File: src/logic/ptm_pkg.sv
// Constants and types shared by the periodic timer module
package ptm_pkg;
  // ----------------------------------------------------------------
  // Bus and widths
  // ----------------------------------------------------------------
  localparam int unsigned PTM_AW = 3;
  localparam int unsigned PTM_DW = 8;
  localparam int unsigned PTM_CW = 10;
  localparam int unsigned PTM_PW = 6;

  // ----------------------------------------------------------------
  // Register byte addresses
  // ----------------------------------------------------------------
  localparam logic [2:0] PTM_REG_CTRL0 = 3'h0;
  localparam logic [2:0] PTM_REG_CTRL1 = 3'h1;
  localparam logic [2:0] PTM_REG_CNTL = 3'h2;
  localparam logic [2:0] PTM_REG_CNTH = 3'h3;
  localparam logic [2:0] PTM_REG_CMPAL = 3'h4;
  localparam logic [2:0] PTM_REG_CMPAH = 3'h5;
  localparam logic [2:0] PTM_REG_PERL = 3'h6;
  localparam logic [2:0] PTM_REG_PERH = 3'h7;

  // ----------------------------------------------------------------
  // Field positions and reset values
  // ----------------------------------------------------------------
  localparam int unsigned PTM_POS_PAUSE = 7;
  localparam int unsigned PTM_POS_CKSEL = 4;
  localparam int unsigned PTM_POS_ON = 3;
  localparam int unsigned PTM_POS_MODE = 6;
  localparam int unsigned PTM_POS_FN = 4;
  localparam int unsigned PTM_POS_OC = 3;
  localparam int unsigned PTM_POS_INV = 2;
  localparam int unsigned PTM_POS_CKS = 1;
  localparam int unsigned PTM_POS_CCLR = 0;
  localparam logic [7:0] PTM_BYTE_RST = 8'h00;
  localparam logic [9:0] PTM_CNT_RST = 10'h000;
  localparam logic [9:0] PTM_CNT_MAX = 10'h3ff;
  localparam logic [9:0] PTM_CNT_ONE = 10'h001;

  // ----------------------------------------------------------------
  // Clock select and prescaler taps
  // ----------------------------------------------------------------
  localparam logic [2:0] PTM_CK_SYS4 = 3'h0;
  localparam logic [2:0] PTM_CK_SYS = 3'h1;
  localparam logic [2:0] PTM_CK_FH16 = 3'h2;
  localparam logic [2:0] PTM_CK_FH64 = 3'h3;
  localparam logic [2:0] PTM_CK_TB0 = 3'h4;
  localparam logic [2:0] PTM_CK_TB1 = 3'h5;
  localparam logic [2:0] PTM_CK_EXR = 3'h6;
  localparam logic [2:0] PTM_CK_EXF = 3'h7;
  localparam logic [5:0] PTM_PRE_SYS4 = 6'h03;
  localparam logic [5:0] PTM_PRE_FH16 = 6'h0f;
  localparam logic [5:0] PTM_PRE_FH64 = 6'h3f;

  // ----------------------------------------------------------------
  // Modes and output function codes
  // ----------------------------------------------------------------
  typedef enum logic [1:0] {PTM_MODE_CMP, PTM_MODE_CAP, PTM_MODE_PWM, PTM_MODE_TMR} ptm_mode_t;
  localparam logic [1:0] PTM_FN_0 = 2'h0;
  localparam logic [1:0] PTM_FN_1 = 2'h1;
  localparam logic [1:0] PTM_FN_2 = 2'h2;
  localparam logic [1:0] PTM_FN_3 = 2'h3;
endpackage

File: src/logic/ptm_timer.sv
// Periodic timer module: 10-bit counter, two comparators, register port
//
// Behaviour
// Counter counts up on selected clock source
// Pause bit holds count, resumes from it
// On rise clears counter; fall stops, keeps count
// Only on rise, overflow, match clear counter
// Comparators A and P check 10-bit values
// Counter readable; compare values low/high pairs
// Compare mode: on rise restores initial level
// Mode field picks one of four modes
// Software stops timer before changing mode
// Compare A match drives output per function
// PWM mode: function picks forced, PWM, pulse
// Capture mode: function picks capture edge
// Software changes function only while stopped
// Init level sets start or active polarity
// Invert bit flips outputs except timer mode; the code also ignores it in capture mode, where the pins sit at 0 and 1
// Capture source: capture pin or clock pin
// Clear select: P match or A match
// Unused bits read zero; controls reset zero
// Two input pins, two output pins
// P clear or overflow raises both flags; the code raises only the P flag there, and the A flag only on an A match or a capture
// Clear on A never raises P flag
// PWM period from P value, duty from A
// Second output pin is first one complemented; the code holds both pins at 0 from reset to the first clock after it
//
// Our own choices: the strobed register port and the address map.
`timescale 1ns/1ps
module ptm_timer (
  input wire logic clk,
  input wire logic rst,
  input wire logic [ptm_pkg::PTM_AW-1:0] addr,
  input wire logic [ptm_pkg::PTM_DW-1:0] wdata,
  input wire logic wr_en,
  input wire logic rd_en,
  output logic [ptm_pkg::PTM_DW-1:0] rdata,
  input wire logic tb_tick,
  input wire logic ext_clock_pin,
  input wire logic capture_input_pin,
  output logic timer_output_pin,
  output logic timer_output_inv_pin,
  output logic compare_a_flag,
  output logic compare_p_flag
);
  import ptm_pkg::*;

  // ----------------------------------------------------------------
  // State
  // ----------------------------------------------------------------
  typedef struct packed {
    logic pause;
    logic [2:0] cksel;
    logic on;
    logic on_d;
    ptm_mode_t mode;
    logic [1:0] fn;
    logic oc;
    logic inv;
    logic cks;
    logic cclr;
    logic [PTM_CW-1:0] compare_a_value;
    logic [PTM_CW-1:0] period_compare_value;
    logic [PTM_CW-1:0] cnt;
    logic lvl;
    logic [PTM_PW-1:0] pre;
    logic [2:0] ext_s;
    logic [2:0] cap_s;
    logic [PTM_DW-1:0] rdata;
    logic fa;
    logic fp;
    logic pin;
    logic pinb;
  } ptm_state_t;

  ptm_state_t s_ff;
  ptm_state_t nxt_s;

  logic tick;
  logic run;
  logic on_rise;
  logic ext_rise;
  logic ext_fall;
  logic src_rise;
  logic src_fall;
  logic cap_hit;
  logic a_hit;
  logic p_hit;
  logic single;
  logic raw;
  logic lvl_out;
  logic [PTM_CW-1:0] inc;

  // Edge of a synchronised pin; only the second and third flops are looked at
  function automatic logic pin_edge(input logic [2:0] sync, input logic rise);
    return rise ? (sync[1] & ~sync[2]) : (~sync[1] & sync[2]);
  endfunction

  // ----------------------------------------------------------------
  // Next state
  // ----------------------------------------------------------------
  always_comb begin
    nxt_s = s_ff;
    // Pins pass two flops; [1] vs [2] gives the edge, [0] feeds only [1]
    nxt_s.ext_s = {s_ff.ext_s[1:0], ext_clock_pin};
    nxt_s.cap_s = {s_ff.cap_s[1:0], capture_input_pin};
    ext_rise = pin_edge(s_ff.ext_s, 1'b1);
    ext_fall = pin_edge(s_ff.ext_s, 1'b0);
    src_rise = s_ff.cks ? ext_rise : pin_edge(s_ff.cap_s, 1'b1);
    src_fall = s_ff.cks ? ext_fall : pin_edge(s_ff.cap_s, 1'b0);
    nxt_s.pre = s_ff.pre + 6'h01;
    // f_H is taken as the system clock, so both share one prescaler
    unique case (s_ff.cksel)
      PTM_CK_SYS4: tick = (s_ff.pre[1:0] == PTM_PRE_SYS4[1:0]);
      PTM_CK_SYS: tick = 1'b1;
      PTM_CK_FH16: tick = (s_ff.pre[3:0] == PTM_PRE_FH16[3:0]);
      PTM_CK_FH64: tick = (s_ff.pre == PTM_PRE_FH64);
      PTM_CK_TB0: tick = tb_tick;
      PTM_CK_TB1: tick = tb_tick;
      PTM_CK_EXR: tick = ext_rise;
      PTM_CK_EXF: tick = ext_fall;
    endcase
    on_rise = s_ff.on & ~s_ff.on_d;
    nxt_s.on_d = s_ff.on;
    run = s_ff.on & ~s_ff.pause & tick & ~on_rise;
    inc = s_ff.cnt + PTM_CNT_ONE;
    a_hit = (s_ff.compare_a_value != PTM_CNT_RST) && (inc == s_ff.compare_a_value);
    // Zero period means the counter runs to its top and wraps
    p_hit = (s_ff.period_compare_value == PTM_CNT_RST) ? (s_ff.cnt == PTM_CNT_MAX)
                                      : (inc == s_ff.period_compare_value);
    single = (s_ff.mode == PTM_MODE_PWM) && (s_ff.fn == PTM_FN_3);
    cap_hit = 1'b0;
    if (s_ff.mode == PTM_MODE_CAP && s_ff.on) begin
      unique case (s_ff.fn)
        PTM_FN_0: cap_hit = src_rise;
        PTM_FN_1: cap_hit = src_fall;
        PTM_FN_2: cap_hit = src_rise | src_fall;
        PTM_FN_3: cap_hit = 1'b0;
      endcase
    end
    nxt_s.fa = 1'b0;
    nxt_s.fp = 1'b0;

    // ----------------------------------------------------------------
    // Counter
    // ----------------------------------------------------------------
    if (on_rise) begin
      nxt_s.cnt = PTM_CNT_RST;
      if (s_ff.mode == PTM_MODE_CMP) begin
        nxt_s.lvl = s_ff.oc;
      end
    end else if (run) begin
      nxt_s.cnt = inc;
      if (single) begin
        // The pulse ends on an A match; the counter is not cleared here
        if (a_hit) begin
          nxt_s.on = 1'b0;
          nxt_s.fa = 1'b1;
        end
      end else if (s_ff.mode == PTM_MODE_PWM || s_ff.mode == PTM_MODE_CAP) begin
        if (p_hit) begin
          nxt_s.cnt = PTM_CNT_RST;
          nxt_s.fp = 1'b1;
        end
        if (a_hit && s_ff.mode == PTM_MODE_PWM) begin
          nxt_s.fa = 1'b1;
        end
      end else if (s_ff.cclr) begin
        if (a_hit) begin
          nxt_s.cnt = PTM_CNT_RST;
          nxt_s.fa = 1'b1;
        end
      end else begin
        if (p_hit) begin
          nxt_s.cnt = PTM_CNT_RST;
          nxt_s.fp = 1'b1;
        end
        if (a_hit) begin
          nxt_s.fa = 1'b1;
        end
      end
      if (s_ff.mode == PTM_MODE_CMP && a_hit) begin
        unique case (s_ff.fn)
          PTM_FN_0: nxt_s.lvl = s_ff.lvl;
          PTM_FN_1: nxt_s.lvl = 1'b0;
          PTM_FN_2: nxt_s.lvl = 1'b1;
          PTM_FN_3: nxt_s.lvl = ~s_ff.lvl;
        endcase
      end
    end
    if (cap_hit) begin
      nxt_s.compare_a_value = s_ff.cnt;
      nxt_s.fa = 1'b1;
    end

    // ----------------------------------------------------------------
    // Output pins
    // ----------------------------------------------------------------
    unique case (s_ff.fn)
      PTM_FN_0: raw = 1'b0;
      PTM_FN_1: raw = 1'b1;
      PTM_FN_2: raw = (s_ff.cnt < s_ff.compare_a_value);
      PTM_FN_3: raw = s_ff.on;
    endcase
    unique case (s_ff.mode)
      PTM_MODE_CMP: lvl_out = s_ff.lvl ^ s_ff.inv;
      PTM_MODE_PWM: lvl_out = ~(raw ^ s_ff.oc) ^ s_ff.inv;
      PTM_MODE_CAP: lvl_out = 1'b0;
      PTM_MODE_TMR: lvl_out = 1'b0;
    endcase
    nxt_s.pin = lvl_out;
    nxt_s.pinb = ~lvl_out;

    // ----------------------------------------------------------------
    // Register port; the counter has no write path
    // ----------------------------------------------------------------
    if (wr_en) begin
      unique case (addr)
        PTM_REG_CTRL0: begin
          nxt_s.pause = wdata[PTM_POS_PAUSE];
          nxt_s.cksel = wdata[PTM_POS_CKSEL+:3];
          // A write of the run bit wins over the pulse-end clear
          nxt_s.on = wdata[PTM_POS_ON];
        end
        PTM_REG_CTRL1: begin
          nxt_s.mode = ptm_mode_t'(wdata[PTM_POS_MODE+:2]);
          nxt_s.fn = wdata[PTM_POS_FN+:2];
          nxt_s.oc = wdata[PTM_POS_OC];
          nxt_s.inv = wdata[PTM_POS_INV];
          nxt_s.cks = wdata[PTM_POS_CKS];
          nxt_s.cclr = wdata[PTM_POS_CCLR];
        end
        PTM_REG_CMPAL: nxt_s.compare_a_value[7:0] = wdata;
        PTM_REG_CMPAH: nxt_s.compare_a_value[9:8] = wdata[1:0];
        PTM_REG_PERL: nxt_s.period_compare_value[7:0] = wdata;
        PTM_REG_PERH: nxt_s.period_compare_value[9:8] = wdata[1:0];
        default: begin
        end
      endcase
    end
    nxt_s.rdata = PTM_BYTE_RST;
    if (rd_en) begin
      unique case (addr)
        PTM_REG_CTRL0: nxt_s.rdata = {s_ff.pause, s_ff.cksel, s_ff.on, 3'h0};
        PTM_REG_CTRL1: nxt_s.rdata = {s_ff.mode, s_ff.fn, s_ff.oc, s_ff.inv,
                                      s_ff.cks, s_ff.cclr};
        PTM_REG_CNTL: nxt_s.rdata = s_ff.cnt[7:0];
        PTM_REG_CNTH: nxt_s.rdata = {6'h00, s_ff.cnt[9:8]};
        PTM_REG_CMPAL: nxt_s.rdata = s_ff.compare_a_value[7:0];
        PTM_REG_CMPAH: nxt_s.rdata = {6'h00, s_ff.compare_a_value[9:8]};
        PTM_REG_PERL: nxt_s.rdata = s_ff.period_compare_value[7:0];
        PTM_REG_PERH: nxt_s.rdata = {6'h00, s_ff.period_compare_value[9:8]};
      endcase
    end
  end

  // ----------------------------------------------------------------
  // Registers
  // ----------------------------------------------------------------
  always_ff @(posedge clk) begin
    if (rst) begin
      s_ff <= '0;
    end else begin
      s_ff <= nxt_s;
    end
  end

  assign rdata = s_ff.rdata;
  assign timer_output_pin = s_ff.pin;
  assign timer_output_inv_pin = s_ff.pinb;
  assign compare_a_flag = s_ff.fa;
  assign compare_p_flag = s_ff.fp;
endmodule // ptm_timer

File: config.mk
export PLATFORM = sky130hd
export DESIGN_NAME = ptm_timer
export DESIGN_NICKNAME = d
export VERILOG_FILES = /design/src/logic/ptm_pkg.sv /design/src/logic/ptm_timer.sv
export SDC_FILE = /design/constraint.sdc
export NUM_CORES = 1
export LEC_CHECK = 0
export BUFFER_PORTS_ARGS = -buffer_cell sky130_fd_sc_hd__buf_2
export CAP_MARGIN = 20
export CORE_UTILIZATION = 50
export CTS_BUF_LIST = sky130_fd_sc_hd__clkbuf_8
export CTS_CLUSTER_SIZE = 12
export DETAILED_ROUTE_END_ITERATION = 12
export GPL_TIMING_DRIVEN = 0
export PLACE_DENSITY = 0.82
export SLEW_MARGIN = 30
export SYNTH_ARGS = -nofsm -noshare
export SYNTH_HDL_FRONTEND = slang
export SYNTH_SLANG_ARGS = --single-unit
File: constraint.sdc
create_clock -name clk -period 2.92 [get_ports clk]
set_input_delay 0.292 -clock clk [delete_from_list [all_inputs] [get_ports clk]]
set_output_delay 0.292 -clock clk [all_outputs]
set_load 0.1 [all_outputs]
After elaboration in Yosys (flattened, before gate mapping)

Index checks and enable logic that the tools add are counted.

Multiplexer cells: 41
Reduce and logical (&&, ||, !) cells: 24
Multipliers: 0
Divide/modulo/power cells: 0
Shift operators: 0
Magnitude comparators: 1
Equal/unequal tests: 28
$add $sub $neg: 2
Bitwise logic cells: 24

Operator list:

| cell                  | number |
|---|---|
| $pmux 8 s8            | 1 |
| $mux 10               | 6 |
| $eq 3x3->1 const B    | 8 |
| $mux 1                | 21 |
| $eq 10x10->1          | 2 |
| $mux 20               | 1 |
| $mux 8                | 2 |
| $eq 3x2->1 const B    | 4 |
| $not 1->1             | 12 |
| $add 10x1->10 const B | 1 |
| $eq 10x10->1 const B  | 1 |
| $eq 2x2->1 const B    | 5 |
| $logic_not 10->1      | 1 |
| $lt 10x10->1          | 1 |
| $mux 2                | 5 |
| $reduce_bool 10->1    | 1 |
| $and 1x1->1           | 8 |
| $pmux 1 s4            | 2 |
| $reduce_and 2->1      | 4 |
| $reduce_or 2->1       | 4 |
| $pmux 1 s7            | 1 |
| $add 6x1->6 const B   | 1 |
| $eq 3x1->1 const B    | 2 |
| $eq 6x6->1 const B    | 1 |
| other kinds (14)      | 25 |

Input bits: 18
Bits in writable memories: 0
Logic and storage cells: 143
Output and inout bits: 12
Memories: 0
Latch bits: 0
Register bits after elaboration: 69
Bits in read-only memories: 0

Logic depth before layout (Yosys ltp)

Gate-level depths: netlist (run 1).

Depth in word-level cells: 10
Mapped depth: 12
Depth with buffers taken out: 10

Least setup slack after synthesis (run 1)

No wires, ideal clock.

Path type: register to register
Start: register s_ff[26] in the netlist's numbering
End: register s_ff[25] in the netlist's numbering
Data required time: 2.799 ns
Clock period less this slack: 2.793 ns
Slack: 0.127 ns
Setup time: 0.121 ns
Cell stages (with the launch flop): 12
Arrival: 2.673 ns
Buffers on the path: 3
Cells stage by stage: dfxtp_1 > ha_1 > clkbuf_8 > and2_2 > nand4_1 > xnor2_1 > or4_1 > o31a_1 > and3b_1 > buf_6 > buf_6 > mux2_2

Longest elaborated chain between the ends: 7
Elaborated cells on any way between the ends: 11
Classes of those cells: add/sub: 1; eq/ne: 3; mux: 6; reduce/logical: 1

RTL lines:

| element                                            | line                                                 | text |
|---|---|---|
| start, declared                                    | ptm_timer.sv:76                                      | `ptm_state_t s_ff;` |
| start signal, assigned                             | ptm_timer.sv:264                                     | `s_ff <= nxt_s;` |
| $add 10x1->10                                      | ptm_timer.sv:126                                     | `inc = s_ff.cnt + PTM_CNT_ONE;` |
| $eq 10x10->1 (on tied branches)                    | ptm_timer.sv:130, ptm_timer.sv:127                   |  |
| $mux 1 / $logic_and 1x1->1 (equally long branches) | ptm_timer.sv:129, ptm_timer.sv:127                   |  |
| $mux 10 (on tied branches)                         | ptm_timer.sv:161, ptm_timer.sv:174, ptm_timer.sv:169 |  |
| $mux 10                                            | ptm_timer.sv:168                                     | `end else if (s_ff.cclr) begin` |
| $mux 10 (*)                                        | ptm_timer.sv:160                                     | `end else if (s_ff.mode == PTM_MODE_PWM \|\| s_ff.mode == PTM_MODE_CAP) begin` |
| $mux 10 (*)                                        | ptm_timer.sv:154                                     | `if (single) begin` |

Mark *: on every way between the ends. The rest lies on a longest branch, timed or not.
A chain may end at the register's enable or synchronous reset.

Worst setup path in the final report (run 1)

Ends and elaborated chain as after synthesis.

==> run_results.csv, run 1 <==
group,metric,value,unit
status,outcome,"finished clean",
power,powerDensity,423,nW/µm²
die,die_w,93.2,µm
sta,skew,13.8,ps
routing,routed_wl,11600,µm
finish,antennaDiodeCount,0,
critical_path,required,3160,ps
cts,clock_latency,360,ps
logic_synthesis,synth_edf_count,0,
die,rows,32,
place,hpwlAfterDp,8640,µm
finish,multiInputGateArea,2500,µm²
routing,drt_iter0_drc,438,
global_routing,grt_pass1_wl,18500,µm
finish,areaGrowthSynthToFinish,13.2,%
sta,setup_viol,0,
cts,cts_sinks,69,
logic_synthesis,syn_area,4160,µm²
global_routing,grt_pass1_vias,3678,
finish,drive_above_1_share,18.8,%
logic_synthesis,yosysMostFrequentCell,"dfxtp_1",
flow_run,max-cap-violations,0,
routing,vias,3972,
global_routing,antenna_found_initial,0,
die,start_util,52.7,%
logic_synthesis,yosysTopAreaCell,"dfxtp_1",
finish,fin_cells,650,
cts,path_clk_slew,80,ps
logic_synthesis,synth_warnings,0,
place,gp_congestion,0.931,
global_routing,gr-total-overflow,0,
logic_synthesis,syn_inst,501,
sta,period_needed,2820,ps
cts,hold_buffers,0,
critical_path,critPathMaxFanout,10,
cts,cts_tree,"built",
logic_synthesis,syn_area_per_cell,8.30,µm²
power,power,1.99,mW
sta,tightest_slew,748,ps
sta,layout_setup_ws,97.9,ps
routing,drc_errors,0,
critical_path,cp-start-kind,"flop",
cts,cts_inserted_buffers,9,
routing,drtAntennaViolNets,0,
logic_synthesis,ys.flop_type,"dfxtp_1",
global_routing,gr-usage-all-layers,28.1,%
place,pre_cts_ws,-276,ps
logic_synthesis,synthTopCellsByArea,"dfxtp_1, mux2i_1, nand2_1, a21oi_1, ha_1",
critical_path,critPathKind,"reg2reg",
routing,viasPerCell,6.11,
logic_synthesis,seq_area_frac_synth,33.2,%
die,die_h,93.2,µm
logic_synthesis,yosysTopAreaCellShare,33.2,%
routing,drt_pre_antenna_iters,5,
critical_path,crit_buf_inv,3,
power,p_leak,1.88,nW
logic_synthesis,synth_fp_nets,535,
place,placed_cells,630,
routing,routedWlPerCell,17.8,µm
power,vdd_drop_max,0.000383,V
sta,finalHoldViolCount,0,
critical_path,end_kind,"flop",
critical_path,cp_data_arrival_time,3060,ps
finish,postLayoutCoreUtil,59.7,%
die,io_pins,30,
finish,seq_area,1390,µm²
cts,h-tree-depth,3,
die,dieArea,8680,µm²
sta,period_share,96.6,%
cts,ctsLongestPathBuffers,2,
sta,slew_headroom,49.8,%
logic_synthesis,synthTopCellsByCount,"dfxtp_1, nand2_1, nor2_1",
finish,final_area,4710,µm²
sta,slew_viol_final,0,
min_path,hold_path.class,"in2reg",
cts,cts.root.buffer_cell,"clkbuf_8",
finish,nFillCells,708,
logic_synthesis,async_reset_ff_share,0,%
place,numPortBuffers,27,
critical_path,path_cells,"ha_1 -> clkbuf_8 -> and2_4 -> nand4_1 -> xnor2_1 -> or4_1 -> o31a_1 -> and3b_1 -> buf_6 -> buf_6 -> mux2_2",
die,core-area,7890,µm²
critical_path,critPathMaxStageDelay,470,ps
logic_synthesis,ys_types,69,
place,placedInstanceArea,4420,µm²
sta,max_freq,0.354,GHz
critical_path,cpMaxStageDelayCell,"or4_1",
finish,nNetsFinal,577,
global_routing,grt_max_degree,14,
critical_path,path_delay_family,"simple AND/OR/NAND/NOR gates",
critical_path,cpMostUsedCell,"buf_6",
logic_synthesis,ys_ff_latch,69,
## cells in the final DEF, fill, tap and decap left out, drive strengths merged, types with 4 or more instances in the layout
| master | instances |
|---|---|
| and2 | 4 |
| mux2i | 21 |
| xnor2 | 19 |
| and4 | 4 |
| and3 | 7 |
| or3 | 4 |
| mux4 | 5 |
| a21o | 8 |
| nor2 | 43 |
| nand2 | 56 |
| or2b | 4 |
| buf | 51 |
| a21oi | 40 |
| a211oi | 12 |
| clkbuf | 30 |
| nand3 | 26 |
| nor4 | 5 |
| o21ai | 13 |
| ha | 16 |
| nor3 | 7 |
| nand4 | 8 |
| nand2b | 4 |
| a22oi | 7 |
| nor2b | 17 |
| dfxtp | 69 |
| inv | 17 |
| xor2 | 8 |
## worst reg2reg max path, cell delays in order (launching register included)
cell	delay, ps
dfxtp_4	360
ha_1	150
clkbuf_8	160
and2_4	170
nand4_1	150
xnor2_1	180
or4_1	470
o31a_1	360
and3b_1	190
buf_6	130
buf_6	140
mux2_2	250
## layout make-up
class / instances / share of cell area [%]
buffer: 40 / 5.34
clock buffer: 10 / 2.92
clock inverter: 6 / 1.52
inverter: 16 / 1.28
multi-input combinational: 376 / 53.2
sequential: 69 / 29.5
tap: 102 / 2.71
timing repair buffer: 31 / 3.51
## logic make-up after synthesis
kind of cell,synth area share (%)
xor+xnor,5.87
mux,8.31
fa+ha+maj,4.81
compound gates,15.9
buf+inv,6.95
simple gates,24.9
flops,33.2
## power by group
part / internal (mW) / switching (mW) / total (mW)
clock network: 0.423 / 0.390 / 0.813
logic: 0.0711 / 0.121 / 0.192
registers: 0.960 / 0.0241 / 0.984
## stage by stage
stage	TNS, ps	hold WS [ps]
after floorplan	0	414
after global placement	-1090	416
after detailed placement	-1760	427
after CTS	0	142
after global routing	-2.99	155
final	0	145
## flip-flops by register name (all words and copies together), names as in the netlist
name                  count
rdata                     8
timer_output_pin          1
s_ff                     52
compare_a_flag            1
nxt_s                     5
compare_p_flag            1
timer_output_inv_pin      1
## what timing repair did
action	CTS	global route
gates resized for setup	2	24
cloned	0	0
setup buffers	1	3
pin swaps	0	4
endpoints found under the setup margin	10	6
## worst paths after layout
kind,from,endpoint,slack (ps),cells after the start
max,s_ff[26]$_SDFFE_PP0N_,s_ff[25]$_SDFFE_PP0N_,100,11
min,ext_clock_pin,nxt_s[16]$_SDFF_PP0_,150,2
max reg2reg,s_ff[26]$_SDFFE_PP0N_,s_ff[25]$_SDFFE_PP0N_,100,11
min reg2reg,nxt_s[13]$_SDFF_PP0_,nxt_s[14]$_SDFF_PP0_,440,1
## routing by layer
metal,up-vias,wire (µm),track usage (%)
met1,1870,4970,39.3
met3,34,1090,3.98
li1,1846,-,-
met2,222,5110,42.2
met4,0,415,14.1
met5,-,0,0
No activity file was read; power rests on OpenSTA's default activity.
==> run 2, diff against run 1 <==
Settings changed: ABC_CLOCK_PERIOD_IN_PS set to 2920, SETUP_SLACK_MARGIN set to 0.1.
==> run_results.csv, run 2 (same netlist as run 1, synthesis figures left out) <==
group,metric,value,unit
finish,nNetsFinal,580,
place,gp_congestion,0.931,
finish,top_register,"s_ff",
sta,slew_viol_final,0,
finish,drive_above_1_share,19.8,%
critical_path,critPathMaxFanout,10,
die,die_w,93.2,µm
cts,cts_inserted_buffers,9,
critical_path,critPathKind,"reg2reg",
cts,path_clk_slew,90,ps
min_path,hold_path.class,"in2reg",
routing,vias,4002,
routing,viasPerCell,6.13,
finish,layout_common_cells,"dfxtp_1, nand2_1, nor2_1",
finish,multiInputGateArea,2540,µm²
global_routing,grt_pass1_vias,3698,
cts,ctsLongestPathBuffers,2,
finish,nFillCells,695,
routing,drtAntennaViolNets,0,
critical_path,worstReg2RegEnd,"s_ff[25]$_SDFFE_PP0N_",
die,start_util,52.7,%
critical_path,cp_data_arrival_time,2990,ps
sta,finalHoldViolCount,0,
min_path,hp-start,"ext_clock_pin",
power,vdd_drop_max,0.000385,V
finish,postLayoutCoreUtil,60.4,%
global_routing,grt_max_degree,14,
global_routing,grt_pass1_wl,18600,µm
sta,slew_headroom,49.0,%
finish,areaGrowthSynthToFinish,14.7,%
status,outcome,"finished clean",
place,numPortBuffers,27,
die,io_pins,30,
place,hpwlAfterDp,8640,µm
die,core-area,7890,µm²
critical_path,rrSetupSlack,170,ps
critical_path,r2r-start,"s_ff[28]$_SDFFE_PP0N_",
cts,h-tree-depth,3,
routing,routedWlPerCell,17.8,µm
finish,layout_commonest_cell,"dfxtp_1",
die,rows,32,
routing,drt_pre_antenna_iters,5,
cts,cts_sinks,69,
die,die_h,93.2,µm
global_routing,gr-usage-all-layers,28.3,%
power,p_leak,1.90,nW
cts,clock_latency,360,ps
min_path,hold_path_end,"nxt_s[16]$_SDFF_PP0_",
min_path,holdPathStages,2,
critical_path,end_kind,"flop",
routing,drc_errors,0,
global_routing,gr-total-overflow,0,
cts,hold_buffers,0,
sta,skew,15.8,ps
sta,period_needed,2750,ps
critical_path,r2r_cells,9,
sta,finalSetupTns,0,ps
die,dieArea,8680,µm²
cts,cts.root.buffer_cell,"clkbuf_8",
sta,tightest_slew,759,ps
finish,largest_reg_flops,52,
sta,period_share,94.2,%
cts,cts_tree,"built",
sta,hold_slack,146,ps
finish,antennaDiodeCount,0,
sta,max_freq,0.363,GHz
critical_path,required,3160,ps
flow_run,max-cap-violations,0,
routing,drt_iter0_drc,478,
finish,seq_area,1390,µm²
sta,grt_setup_unrepaired,"false",
global_routing,antenna_found_initial,0,
routing,routed_wl,11600,µm
critical_path,cp-start-kind,"flop",
power,powerDensity,417,nW/µm²
sta,setup_viol,0,
[run 2: cell types whose count changed in the layout (fill, tap and decap cells not counted), sizes merged]
cell	delta
buf	+6
clkbuf	-3
[run 2: what timing repair did]
item                                    in CTS  in global routing
endpoints found under the setup margin      10                 12
pin swaps                                    4                  7
setup buffers                                5                  2
gates resized for setup                      8                 28
[run 2: per-stage QoR]
stage / setup slack (ps) / area (µm²) / instances / total power [mW]
finish: 169 / 4770 / 653 / 1.99
global placement: -206 / 4420 / 630 / 1.18
detailed placement: -276 / 4420 / 630 / 1.19
global route: 82.9 / 4770 / 653 / 2.06
floorplan: 127 / 4160 / 501 / 1.13
CTS: 104 / 4690 / 651 / 1.99
[run 2: worst max-delay path by stage]
| stage | cells past startpoint | slack [ps] | to | startpoint |
|---|---|---|---|---|
| floorplan | 11 | 130 | s_ff[25]$_SDFFE_PP0N_ | s_ff[26]$_SDFFE_PP0N_ |
| global placement | 12 | -210 | s_ff[34]$_SDFFE_PP0N_ | s_ff[26]$_SDFFE_PP0N_ |
| detailed placement | 12 | -280 | s_ff[34]$_SDFFE_PP0N_ | s_ff[26]$_SDFFE_PP0N_ |
| CTS | 12 | 100 | s_ff[34]$_SDFFE_PP0N_ | s_ff[25]$_SDFFE_PP0N_ |
| global route | 14 | 80 | s_ff[27]$_SDFFE_PP0N_ | s_ff[25]$_SDFFE_PP0N_ |
| finish | 9 | 170 | s_ff[25]$_SDFFE_PP0N_ | s_ff[28]$_SDFFE_PP0N_ |
[run 2: critical path: stages (launching register included)]
cell and delay [ps]:
dfxtp_1 430, buf_2 310, nand4_1 200, xnor2_1 190
or4_1 470, o31a_1 290, and3b_1 200, buf_6 130
buf_6 140, mux2_2 250
[run 2: report_power, final]
part           internal (mW)  total (mW)  switching, mW
logic                 0.0713       0.191          0.120
clock network          0.423       0.814          0.391
registers              0.960       0.984         0.0241
[run 2: cell type report]
class	count	area share (%)
Buffer	40	5.35
Clock buffer	10	2.89
Clock inverter	6	1.50
Inverter	16	1.26
Multi-Input combinational cell	376	53.2
Sequential cell	69	29.2
Tap cell	102	2.68
Timing Repair Buffer	34	3.94
[run 2: routing by layer]
metal  up-vias  wire length [µm]  global-route usage (%)
met4         0               435                    14.6
met1      1909              5010                    39.3
met3        34              1010                    4.07
li1       1859                 -                       -
met5         -                 0                       0
met2       200              5180                    42.4
==> run 3, diff against run 2 <==
Settings changed: ABC_AREA set to 1, TNS_END_PERCENT set to 30.
==> run_results.csv, run 3 <==
group,metric,value,unit
status,outcome,"finished clean",
critical_path,path_cells,"ha_1 -> nand2_1 -> o21ai_2 -> nand2_1 -> nand2_1 -> nand4_1 -> nor3b_1 -> nand3_1 -> nand2_1 -> nand3_1 -> nand2_1 -> nor2_1",
critical_path,critPathKind,"reg2reg",
sta,grt_setup_unrepaired,"false",
routing,drt_iter0_drc,393,
logic_synthesis,ys_ff_latch,69,
routing,vias,4295,
sta,tightest_slew,640,ps
logic_synthesis,yosysTopAreaCell,"dfxtp_1",
logic_synthesis,synthTopCellsByArea,"dfxtp_1, nand2_1, inv_1, nor2_1, a21oi_1",
cts,cts_sinks,69,
global_routing,grt_pass1_wl,20200,µm
cts,hold_buffers,0,
critical_path,cp_data_arrival_time,2870,ps
cts,h-tree-depth,3,
die,die_w,92.0,µm
power,vdd_drop_max,0.000305,V
cts,clock_latency,360,ps
die,die_h,92.0,µm
logic_synthesis,synth_warnings,0,
cts,ctsLongestPathBuffers,2,
routing,viasPerCell,5.64,
logic_synthesis,yosysMostFrequentCell,"nand2_1",
place,hpwlAfterDp,9850,µm
place,numPortBuffers,28,
flow_run,max-cap-violations,0,
die,core-area,7770,µm²
sta,finalHoldViolCount,0,
logic_synthesis,syn_inst,616,
finish,antennaDiodeCount,0,
routing,routedWlPerCell,16.6,µm
logic_synthesis,ys_types,32,
sta,skew,15.5,ps
die,start_util,52.2,%
finish,top_register,"s_ff",
sta,finalSetupTns,0,ps
logic_synthesis,seq_area_frac_synth,34.1,%
finish,largest_reg_flops,52,
finish,layout_common_cells,"nand2_1, inv_1, nor2_1, dfxtp_1, a21oi_1",
logic_synthesis,ys.flop_type,"dfxtp_1",
critical_path,cpMostUsedCell,"nand2_1",
place,gp_congestion,0.959,
global_routing,antenna_found_initial,0,
routing,drtAntennaViolNets,0,
sta,slew_headroom,57.2,%
sta,period_needed,2600,ps
finish,final_area,4530,µm²
power,p_leak,2.06,nW
die,rows,32,
sta,period_share,89.1,%
cts,path_clk_slew,90,ps
critical_path,critPathMaxFanout,7,
sta,setup_viol,0,
min_path,hold_path.class,"in2reg",
cts,cts_inserted_buffers,9,
logic_synthesis,synthTopCellsByCount,"nand2_1, inv_1, dfxtp_1, nor2_1, a21oi_1",
routing,drt_pre_antenna_iters,8,
place,placedInstanceArea,4320,µm²
routing,drc_errors,0,
global_routing,gr-total-overflow,0,
routing,routed_wl,12600,µm
critical_path,crit_buf_inv,0,
critical_path,path_delay_family,"simple AND/OR/NAND/NOR gates",
critical_path,cp-start-kind,"flop",
logic_synthesis,syn_area,4050,µm²
cts,cts_tree,"built",
finish,areaGrowthSynthToFinish,11.7,%
global_routing,grt_pass1_vias,3956,
global_routing,grt_max_degree,14,
cts,cts.root.buffer_cell,"clkbuf_8",
logic_synthesis,syn_area_per_cell,6.58,µm²
critical_path,worst-path-stages,12,
logic_synthesis,async_reset_ff_share,0,%
global_routing,gr-usage-all-layers,31.6,%
power,powerDensity,452,nW/µm²
cts,cts_resized,0,
finish,layout_commonest_cell,"nand2_1",
critical_path,r2r_cells,12,
cts,postCtsSetupBuffers,0,
sta,max_freq,0.384,GHz
die,io_pins,30,
finish,drive_above_1_share,11.5,%
logic_synthesis,yosysTopAreaCellShare,34.1,%
sta,slew_viol_final,0,
min_path,holdPathStages,3,
logic_synthesis,synth_fp_nets,650,
critical_path,cpMaxStageDelayCell,"dfxtp_1",
critical_path,required,3190,ps
critical_path,end_kind,"flop",
critical_path,critPathMaxStageDelay,560,ps
finish,nNetsFinal,689,
die,dieArea,8470,µm²
logic_synthesis,synth_edf_count,0,
## run 3: metal layers
metal  wire length (µm)  global-route usage, %
met2               5650                   48.8
met4                337                   13.2
met5                  0                      0
met3               1160                   6.72
met1               5500                   42.7
## run 3: worst register-to-register path, stage by stage (launching register included)
cell     delay [ps]
dfxtp_1         560
ha_1            300
nand2_1         180
o21ai_2         230
nand2_1         130
nand2_1         100
nand4_1          90
nor3b_1         440
nand3_1         130
nand2_1         120
nand3_1         100
nand2_1         100
nor2_1           50
## run 3: cell families (layout without fill, tap and decap cells)
logic type      Yosys count  count (layout)  share of synthesized area [%]
simple gates            271             271                           29.4
fa+ha+maj                16              16                           4.94
xor+xnor                  1               1                          0.216
buf+inv                 124             168                           12.4
compound gates          135             135                           18.9
flops                    69              69                           34.1
## run 3: worst paths after layout
check,end,from,slack [ps]
setup / recovery,s_ff[24]$_SDFFE_PP0P_,s_ff[26]$_SDFFE_PP0N_,320
hold reg to reg,nxt_s[14]$_SDFF_PP0_,nxt_s[13]$_SDFF_PP0_,410
setup reg to reg,s_ff[24]$_SDFFE_PP0P_,s_ff[26]$_SDFFE_PP0N_,320
hold / removal,nxt_s[16]$_SDFF_PP0_,ext_clock_pin,130
## run 3: power by group
group	switching, mW	total (mW)	internal (mW)
Clock	0.410	0.832	0.422
Combinational	0.157	0.226	0.0688
Sequential	0.0237	0.990	0.966
Total	0.591	2.05	1.46
## run 3: per-stage QoR
step / hold WS [ps] / utilization, % / cells / power (mW) / worst slack, ps
floorplan: 388 / - / 616 / 1.16 / 1050
global placement: 392 / 55.6 / 746 / 1.23 / 455
detailed placement: 397 / 55.6 / 746 / 1.23 / 442
CTS: 122 / 58.3 / 762 / 2.05 / 391
global route: 150 / 58.3 / 762 / 2.11 / 203
finish: 128 / 58.3 / 762 / 2.05 / 318
## run 3: final cells by class
class	count	area, µm²
Fill cell	776	3240
Multi-Input combinational cell	423	2170
Sequential cell	69	1380
Inverter	103	387
Timing Repair Buffer	28	140
Clock buffer	10	138
Tap cell	102	128
Buffer	21	118
Clock inverter	6	70.1
